$ cat config.mk
export PLATFORM = sky130hd
export DESIGN_NAME = bcr_ctrl
export DESIGN_NICKNAME = d
export VERILOG_FILES = /design/src/bcr_pkg.sv /design/src/bcr_idp_cnt.sv /design/src/bcr_ctrl.sv
export VERILOG_INCLUDE_DIRS = /design/src /design/src/src
export SDC_FILE = /design/constraint.sdc
export NUM_CORES = 1
export LEC_CHECK = 0
export ABC_AREA = 1
export BUFFER_PORTS_ARGS = -buffer_cell sky130_fd_sc_hd__clkbuf_2
export CELL_PAD_IN_SITES_DETAIL_PLACEMENT = 0
export CELL_PAD_IN_SITES_GLOBAL_PLACEMENT = 1
export CORE_MARGIN = 2
export CORE_UTILIZATION = 33
export CTS_CLUSTER_SIZE = 24
export DETAILED_ROUTE_END_ITERATION = 7
export PLACE_DENSITY = 0.77
export SLEW_MARGIN = 10
export SYNTH_ARGS = -nofsm -noshare
export SYNTH_HDL_FRONTEND = slang
export SYNTH_SLANG_ARGS = --single-unit
$ cat constraint.sdc
create_clock -name clk -period 1.19 [get_ports clk]
set_clock_uncertainty 0.2 [all_clocks]
set_input_delay 0.1785 -clock clk [delete_from_list [all_inputs] [get_ports clk]]
set_output_delay 0.1785 -clock clk [all_outputs]
set_load 0.005 [all_outputs]
$ cat src/bcr_defs.svh
// Offsets, fields, reset values and timing counts of the bridge block
`ifndef BCR_DEFS_SVH
`define BCR_DEFS_SVH

// ****************************************************************
// Register map (printed offsets are register indices)
// ****************************************************************
`define BCR_IDX_CLK_CTRL 8'h5B
`define BCR_IDX_DIAG_CTRL 8'h5C
`define BCR_IDX_W 8
`define BCR_ADDR_W 10

// ****************************************************************
// Clock stop control fields
// ****************************************************************
`define BCR_CK_MODE 4
`define BCR_CK_PRI_EN 3
`define BCR_CK_KEEP 2
`define BCR_CK_SEC_EN 1
`define BCR_CK_STAT 0
`define BCR_CK_WMASK 8'h1E
`define BCR_CK_RST 8'h00

// ****************************************************************
// Diagnostic control fields
// ****************************************************************
`define BCR_DG_ARB_PERF 15
`define BCR_DG_PAR_MODE 14
`define BCR_DG_UP_LOCK 13
`define BCR_DG_DN_LOCK 12
`define BCR_DG_SEC_SLOW 11
`define BCR_DG_PRI_SLOW 10
`define BCR_DG_ARB_SERR 7
`define BCR_DG_ORDER 6
`define BCR_DG_SEC_EXT 5
`define BCR_DG_PRI_DIS 4
`define BCR_DG_PRI_EXT 3
`define BCR_DG_NO_IRETRY 2
`define BCR_DG_PARK_BR 1
`define BCR_DG_TEST 0
`define BCR_DG_WMASK 16'hFCFF
`define BCR_DG_RST 16'h1040
// Decoded diagnostic outputs at reset, parity bit down to parking bit
`define BCR_CFG_RST 8'hA6

// ****************************************************************
// Initial data phase limits in clocks
// ****************************************************************
`define BCR_IDP_SHORT 7'h10
`define BCR_IDP_LONG 7'h40
`define BCR_IDP_W 7

`endif

$ cat src/bcr_pkg.sv
// Types shared by the bridge control block
package bcr_pkg;
  typedef enum logic [1:0] {
    BCR_RUN = 2'b00,
    BCR_STOPPING = 2'b01,
    BCR_STOPPED = 2'b11
  } bcr_clk_e;
endpackage

$ cat src/bcr_idp_cnt.sv
// Initial data phase watchdog counter for one bus side
`timescale 1ns/1ps
`include "bcr_defs.svh"

module bcr_idp_cnt (
  input wire logic clk,
  input wire logic nrst,
  input wire logic enable,
  input wire logic extend,
  input wire logic start,
  input wire logic data_phase,
  output logic expired
);
  logic [`BCR_IDP_W-1:0] cnt_r;
  logic [`BCR_IDP_W-1:0] cnt_nxt;
  logic run_r;
  logic run_nxt;
  logic expired_r;
  wire [`BCR_IDP_W-1:0] limit = extend ? `BCR_IDP_LONG : `BCR_IDP_SHORT;
  wire at_limit = run_r && (cnt_r == limit - 7'h01);

  assign run_nxt = enable && (start || (run_r && !data_phase && !at_limit));
  assign cnt_nxt = start ? 7'h00 : cnt_r + 7'h01;
  assign expired = expired_r;

  always_ff @(posedge clk or negedge nrst) begin
    if (!nrst) begin
      cnt_r <= 7'h00;
      run_r <= 1'b0;
      expired_r <= 1'b0;
    end else begin
      cnt_r <= cnt_nxt;
      run_r <= run_nxt;
      expired_r <= enable && at_limit && !data_phase && !start;
    end
  end
endmodule // bcr_idp_cnt

$ cat src/bcr_ctrl.sv
// Clock stop control and diagnostic control registers with their effects
//
// The Avalon-MM interface to the registers is this design's own decision.
`timescale 1ns/1ps
`include "bcr_defs.svh"

module bcr_ctrl #(
  parameter int NUM_MASTERS = 4
) (
  input wire logic clk,
  input wire logic nrst,
  input wire logic [`BCR_ADDR_W-1:0] avs_address,
  input wire logic avs_read,
  input wire logic avs_write,
  input wire logic [31:0] avs_writedata,
  input wire logic [3:0] avs_byteenable,
  output logic [31:0] avs_readdata,
  output logic avs_waitrequest,
  input wire logic pri_stop_req,
  input wire logic pri_pending,
  input wire logic sec_bus_idle,
  input wire logic downstream_txn,
  input wire logic secondary_clock_request_signal,
  input wire logic [NUM_MASTERS-1:0] sec_retried,
  input wire logic [NUM_MASTERS-1:0] sec_delayed,
  input wire logic arb_timer_expired,
  input wire logic pri_txn_start,
  input wire logic pri_data_phase,
  input wire logic sec_txn_start,
  input wire logic sec_data_phase,
  output logic sec_clk_stop,
  output logic pri_keep_clk_req,
  output logic [NUM_MASTERS-1:0] sec_top_tier,
  output logic parity_pass_en,
  output logic up_lock_en,
  output logic dn_lock_en,
  output logic sec_slow_decode,
  output logic pri_slow_decode,
  output logic sys_err,
  output logic order_en,
  output logic immediate_retry_en,
  output logic park_on_bridge,
  output logic pri_idp_expired,
  output logic sec_idp_expired
);
  // ****************************************************************
  // Pin synchronisers
  // ****************************************************************
  logic [5:0] meta_r;
  logic [5:0] sync_r;
  wire [5:0] raw_in = {pri_stop_req, pri_pending, sec_bus_idle,
    downstream_txn, secondary_clock_request_signal, arb_timer_expired};
  wire s_stop_req = sync_r[5];
  wire s_pending = sync_r[4];
  wire s_idle = sync_r[3];
  wire s_dn_txn = sync_r[2];
  wire s_sec_req = sync_r[1];
  wire s_arb_to = sync_r[0];

  always_ff @(posedge clk or negedge nrst) begin
    if (!nrst) begin
      meta_r <= 6'h00;
      sync_r <= 6'h00;
    end else begin
      meta_r <= raw_in;
      sync_r <= meta_r;
    end
  end

  // ****************************************************************
  // Register bus slave
  // ****************************************************************
  logic [7:0] ck_r;
  logic [15:0] dg_r;
  logic [31:0] rdata_r;
  logic wait_r;
  logic ack_r;
  bcr_pkg::bcr_clk_e cs_r;
  bcr_pkg::bcr_clk_e cs_nxt;

  function automatic logic [31:0] bytes_mask(input logic [3:0] be);
    bytes_mask = {{8{be[3]}}, {8{be[2]}}, {8{be[1]}}, {8{be[0]}}};
  endfunction

  // Each access answers one cycle after it is seen; wait drops for one edge.
  wire req = (avs_read || avs_write) && !ack_r;
  wire [`BCR_IDX_W-1:0] idx = avs_address[`BCR_ADDR_W-1:2];
  wire hit_ck = idx == `BCR_IDX_CLK_CTRL;
  wire hit_dg = idx == `BCR_IDX_DIAG_CTRL;
  wire [31:0] bmask = bytes_mask(avs_byteenable);
  wire [31:0] wr_merge_ck = ({24'h000000, ck_r} & ~bmask) |
    (avs_writedata & bmask);
  wire [31:0] wr_merge_dg = ({16'h0000, dg_r} & ~bmask) |
    (avs_writedata & bmask);
  wire wr_ck = req && avs_write && hit_ck;
  wire wr_dg = req && avs_write && hit_dg;
  // Status bit live from state; reserved bits forced low
  wire [7:0] ck_view = (ck_r & `BCR_CK_WMASK) |
    {7'h00, cs_r == bcr_pkg::BCR_STOPPED};
  wire [15:0] dg_view = dg_r & `BCR_DG_WMASK;
  // Unmapped reads answer zero, unmapped writes are dropped
  wire [31:0] rd_sel = hit_ck ? {24'h000000, ck_view} :
    hit_dg ? {16'h0000, dg_view} : 32'h00000000;

  always_ff @(posedge clk or negedge nrst) begin
    if (!nrst) begin
      ck_r <= `BCR_CK_RST;
      dg_r <= `BCR_DG_RST;
      rdata_r <= 32'h00000000;
      wait_r <= 1'b1;
      ack_r <= 1'b0;
    end else begin
      ack_r <= req;
      wait_r <= !req;
      if (req && avs_read) begin
        rdata_r <= rd_sel;
      end
      if (wr_ck) begin
        ck_r <= wr_merge_ck[7:0] & `BCR_CK_WMASK;
      end
      if (wr_dg) begin
        dg_r <= wr_merge_dg[15:0] & `BCR_DG_WMASK;
      end
    end
  end

  assign avs_readdata = rdata_r;
  assign avs_waitrequest = wait_r;

  // ****************************************************************
  // Secondary clock stop machine
  // ****************************************************************
  wire mode_idle = ck_r[`BCR_CK_MODE];
  wire pri_en = ck_r[`BCR_CK_PRI_EN];
  wire sec_en = ck_r[`BCR_CK_SEC_EN];
  wire keep = ck_r[`BCR_CK_KEEP];
  wire pri_stop = pri_en && s_stop_req;
  wire idle_stop = mode_idle && s_idle && !s_pending;
  wire restart = s_dn_txn || s_sec_req;
  wire stop_ok = sec_en && !restart && (pri_stop || idle_stop);

  // Restart wins over any stop condition so no transaction is starved
  always_comb begin
    cs_nxt = cs_r;
    unique case (cs_r)
      bcr_pkg::BCR_RUN: begin
        if (stop_ok) begin
          cs_nxt = bcr_pkg::BCR_STOPPING;
        end
      end
      bcr_pkg::BCR_STOPPING: begin
        cs_nxt = stop_ok ? bcr_pkg::BCR_STOPPED : bcr_pkg::BCR_RUN;
      end
      bcr_pkg::BCR_STOPPED: begin
        if (restart || !sec_en) begin
          cs_nxt = bcr_pkg::BCR_RUN;
        end
      end
      default: cs_nxt = bcr_pkg::BCR_RUN;
    endcase
  end

  logic stop_r;
  logic keep_r;
  logic [NUM_MASTERS-1:0] tier_r;
  logic serr_r;
  logic [7:0] cfg_r;

  always_ff @(posedge clk or negedge nrst) begin
    if (!nrst) begin
      cs_r <= bcr_pkg::BCR_RUN;
      stop_r <= 1'b0;
      keep_r <= 1'b1;
    end else begin
      cs_r <= cs_nxt;
      stop_r <= cs_nxt == bcr_pkg::BCR_STOPPED;
      // Primary clock may stop only behind a stopped secondary clock
      keep_r <= keep || (cs_nxt != bcr_pkg::BCR_STOPPED);
    end
  end

  assign sec_clk_stop = stop_r;
  assign pri_keep_clk_req = keep_r;

  // ****************************************************************
  // Diagnostic effects
  // ****************************************************************
  wire [NUM_MASTERS-1:0] tier_nxt = dg_r[`BCR_DG_ARB_PERF] ?
    (sec_retried | sec_delayed) : {NUM_MASTERS{1'b0}};
  wire serr_nxt = dg_r[`BCR_DG_ARB_SERR] && s_arb_to;
  wire [7:0] cfg_nxt = {
    !dg_r[`BCR_DG_PAR_MODE],
    dg_r[`BCR_DG_UP_LOCK],
    dg_r[`BCR_DG_DN_LOCK],
    dg_r[`BCR_DG_SEC_SLOW],
    dg_r[`BCR_DG_PRI_SLOW],
    dg_r[`BCR_DG_ORDER],
    !dg_r[`BCR_DG_NO_IRETRY],
    dg_r[`BCR_DG_PARK_BR]
  };

  always_ff @(posedge clk or negedge nrst) begin
    if (!nrst) begin
      tier_r <= {NUM_MASTERS{1'b0}};
      serr_r <= 1'b0;
      cfg_r <= `BCR_CFG_RST;
    end else begin
      tier_r <= tier_nxt;
      serr_r <= serr_nxt;
      cfg_r <= cfg_nxt;
    end
  end

  assign sec_top_tier = tier_r;
  assign sys_err = serr_r;
  assign parity_pass_en = cfg_r[7];
  assign up_lock_en = cfg_r[6];
  assign dn_lock_en = cfg_r[5];
  assign sec_slow_decode = cfg_r[4];
  assign pri_slow_decode = cfg_r[3];
  assign order_en = cfg_r[2];
  assign immediate_retry_en = cfg_r[1];
  assign park_on_bridge = cfg_r[0];

  // ****************************************************************
  // Initial data phase counters
  // ****************************************************************
  bcr_idp_cnt u_pri_idp (
    .clk(clk),
    .nrst(nrst),
    .enable(!dg_r[`BCR_DG_PRI_DIS]),
    .extend(dg_r[`BCR_DG_PRI_EXT]),
    .start(pri_txn_start),
    .data_phase(pri_data_phase),
    .expired(pri_idp_expired)
  );

  bcr_idp_cnt u_sec_idp (
    .clk(clk),
    .nrst(nrst),
    .enable(1'b1),
    .extend(dg_r[`BCR_DG_SEC_EXT]),
    .start(sec_txn_start),
    .data_phase(sec_data_phase),
    .expired(sec_idp_expired)
  );
endmodule // bcr_ctrl

# Word-level counts from Yosys, hierarchy flattened
# Cells that the tools add are included.
# word_totals
reg_bits	99
out_inout_bits	50
word_cells	95
# op_classes
addsub	4
n_eq_ne	8
muxes	11
bitwise_logic	8
n_reduce_logical	45
# op_table
op	count
$and 16x16->16	2
$mux 16	2
$mux 7	4
$logic_and 1x1->1	23
$eq 8x7->1 const B	2
$not 16->16	1
$or 16x16->16	1
$add 7x1->7 const B	2
$eq 7x7->1	2
$logic_not 1->1	14
$sub 7x1->7 const B	2
$logic_or 1x1->1	7
$mux 2	3
$pmux 2 s3	1
$and 5x5->5	1
$or 5x1->5	1
$or 5x5->5	1
$eq 2x2->1 const B	2
$mux 4	1
$or 4x4->4	1
$eq 2x1->1 const B	1
$logic_not 2->1	1
$ne 2x2->1 const B	1

# Logic depth before layout (Yosys ltp)
# logic_depth
word_depth	8
mapped_depth	8
ltp_nobuf	7

# Cells and area by module
# A second synthesis with hierarchy kept.
# unflattened
hier_cells	363
area_unflattened_um2	3393.3
# modules_own_cells
mod	n_inst	cells_per_inst	area_per_inst_um2	seq_area_each_um2
bcr_ctrl	1	265	2587.5	1586.5
bcr_idp_cnt	2	49	402.9	225.2

# Least setup slack after synthesis
# No wires, ideal clock.
# synth_path
path_type	reg-to-reg
start	reg ack_r
end	reg rdata_r[10] (netlist: avs_readdata[10])
arrival_time_ns	1.004
path_slack_ns	-0.131
path_stages_with_launch	8
n_path_buf	1
path_cell_list	dfrtp_1 -> nor2_4 -> inv_4 -> nor2_8 -> inv_4 -> buf_6 -> nand2_1 -> nand2_1
# synth_between
elab_chain_len	3
# synth_lines
item	line	text
from (decl)	bcr_ctrl.sv:77	logic ack_r;
from (signal assigned)	bcr_ctrl.sv:113	ack_r <= req;
$logic_not 1->1	bcr_ctrl.sv:86	wire req = (avs_read || avs_write) && !ack_r;
$logic_and 1x1->1	bcr_ctrl.sv:86	
via req	bcr_ctrl.sv:86	
$logic_and 1x1->1	bcr_ctrl.sv:115	if (req && avs_read) begin
to (signal assigned)	bcr_ctrl.sv:116	rdata_r <= rd_sel;
to (decl)	bcr_ctrl.sv:75	logic [31:0] rdata_r;
# The timed path passes the listed nets, and every way through them passes these cells.
# A chain may end at the register's enable or synchronous reset.

# Final worst setup path
# Ends and elaborated chain as after synthesis.

==> results.py <==
metrics = {
    "status": {
        "outcome": "finished, violations left",
        "violations": "hold timing, setup timing",
    },
    "clock_network": {
        "path_clk_slew_ns": 0.08,
        "htree_levels": 3,
        "cts_buffers": 9,
        "cts_hold_buffers": 35,
        "cts_sinks": 81,
        "clockBufferDepth": 2,
        "cts_tree": "yes",
        "clock_latency_ns": 0.36,
        "clockRootBuffer": "clkbuf_8",
    },
    "global_routing": {
        "grt_max_degree": 43,
        "first_global_vias": 2702,
        "grt_antenna_before_repair": 0,
        "grt.total_usage": 0.148,
        "grt_overflow": 0,
        "grt_pass1_wl_um": 12800,
    },
    "yosys": {
        "ys_ff_latch": 81,
        "synth.most_common_cell": "nand2_1",
        "synthAdderAreaFrac": 0.00744,
        "ys_seq_area_frac": 0.606,
        "netlist_area_um2": 3360,
        "ys_dominant_reg_cell": "dfrtp_1",
        "ys_top_cells_by_count": "nand2_1, dfrtp_1, nand3_1",
        "synth_top_area_frac": 0.543,
        "syn_area_per_cell_um2": 9.55,
        "synth_cell_type_count": 28,
        "synthTopCellsByArea": "dfrtp_1, nand2_1, dfstp_2",
        "yosys_warnings": 0,
        "netlist_instances": 352,
        "post-synth-top-area-cell": "dfrtp_1",
        "synth_compound_area_frac": 0.0298,
        "synth_edf_count": 0,
        "synth_xor_area_frac": 0.00781,
        "muxShareOfSynthArea": 0,
        "synth_top_family_by_area": "simple AND/OR/NAND/NOR gates",
        "ys_async_sr_fraction": 1.00,
        "yosys.area_share.simple": 0.257,
    },
    "routing": {
        "vias_per_cell": 4.30,
        "routedWlPerCell_um": 12.3,
        "vias": 2746,
        "drc": 0,
        "antenna_left": 0,
        "dr.pass1.iters": 4,
        "wl_um": 7860,
        "drt_first_iter_violations": 107,
    },
    "worst_hold_path": {
        "worstHoldStart": "avs_read",
        "min_path_cells": 3,
        "hold_class": "primary input to flop",
    },
    "floorplan": {
        "rows": 36,
        "die_area_um2": 11000,
        "core-area_um2": 9820,
        "die_w_um": 105,
        "io_pins": 118,
        "initial_core_util": 0.343,
        "die_h_um": 105,
    },
    "sta": {
        "hold_violations": 1,
        "worst_slack_ns": -0.184,
        "min_period_ns": 1.37,
        "period_share": 1.15,
        "hold_slack_ns": -0.0248,
        "max_freq_mhz": 728,
        "drv_slew": 0,
        "setup_viol": 74,
        "rsz0062_at_grt": "true",
    },
    "job": {
        "maxCapViolations": 0,
    },
    "critical_path": {
        "arrival_ns": 1.47,
        "reg2reg_from": "ack_r",
        "cp_max_fo": 7,
        "r2r_cells": 6,
        "start_kind": "flop",
        "cp-startpoint": "ack_r",
        "worst_ep_required_time_ns": 1.28,
        "cp-end-kind": "flop",
        "worstSetupPathType": "flop to flop",
    },
    "power_and_ir_drop": {
        "power.density_nw_per_um2": 1180,
        "p_leak_nw": 2.63,
        "ir_drop_uv": 606,
        "total_power_mw": 5.90,
    },
    "cells_and_area": {
        "num_antenna_cells": 0,
        "nets": 570,
        "area_growth_pct": 48.4,
        "drive_above_1_share": 0.390,
        "multi_input_area_um2": 1350,
        "ff_latch_area_um2": 2040,
        "fill_cells": 958,
    },
    "place": {
        "io_buffer_count": 77,
        "hpwl_um": 5180,
        "place_congestion": 0.779,
        "place_ws_ns": -0.189,
    },
}
## layout make-up
class | count | area share
clock buffer | 11 | 0.0283
clock inverter | 5 | 0.0208
inverter | 31 | 0.0253
multi-input combinational | 233 | 0.269
sequential | 81 | 0.409
tap | 133 | 0.0333
timing repair buffer | 144 | 0.214
## routing by layer
metal	global-route usage	vias up	wire [um]
met5	0	-	0
met4	0.0514	0	91
met3	0.0368	10	289
met2	0.245	53	4060
met1	0.188	1305	3420
li1	-	1378	-
## where the power goes
group / internal [mW] / switching [mW]
combinational: 0.293 / 0.294
clock: 1.45 / 0.988
sequential: 2.82 / 0.0500
total: 4.57 / 1.33
## worst max-delay path: stages, from the launching register on
cell and delay, ns:
dfrtp_2 0.45, nor2_4 0.12, inv_4 0.06, nor2_8 0.16, clkbuf_16 0.21, nand3_2 0.06, nand2_1 0.06
## metrics by stage
| step | TNS (ns) | cells | utilization | instance area (um^2) |
|---|---|---|---|---|
| 2_1_floorplan | -2.84 | 369 | - | 3450 |
| 3_5_place_dp | -5.17 | 577 | 0.410 | 4020 |
| 6_report | -6.99 | 638 | 0.508 | 4990 |
| 3_3_place_gp | -4.34 | 577 | 0.410 | 4020 |
| 4_1_cts | -6.83 | 635 | 0.489 | 4800 |
| 5_1_grt | -11.01 | 638 | 0.508 | 4990 |
## kinds of logic after synthesis
| family | count (synthesis) |
|---|---|
| simple gates | 191 |
| flops | 81 |
| buf+inv | 55 |
| compound gates | 19 |
| xor+xnor | 3 |
| fa+ha+maj | 2 |
| other cells | 1 |
## final timing paths
path                                     end  slack, ns
max                         avs_readdata[10]      -0.18
min                                    ack_r      -0.02
max reg2reg                 avs_readdata[10]      -0.18
min reg2reg                        sync_r[0]       0.15
max in group asynchronous   pri_keep_clk_req       0.36
min in group asynchronous  u_pri_idp.expired       0.14
## cells in the final DEF (no fill, tap or decap), types with 4 or more instances in the layout
cell and instances:
dfrtp_1 71, nand2_4 6, o21ai_2 4, conb_1 18
a21oi_1 9, inv_1 26, nand2_2 9, buf_6 9
clkbuf_8 10, nand2_1 87, nand3_2 16, nand3_1 19
dfstp_2 8, nand4_1 6, nor2_4 4, nor2_1 30
buf_4 21, dlygate4sd3_1 35, clkbuf_2 75, nor2_2 5
## timing repair
item / 4_1_cts / 5_1_grt
buffers inserted: 7 / 2
hold endpoints to repair: 121 / 1
pin swaps: 9 / 18
setup endpoints to repair: 75 / 78
cloned: 0 / 1
gates resized for setup: 31 / 41
Note: power is estimated with default switching activity, not from simulation.
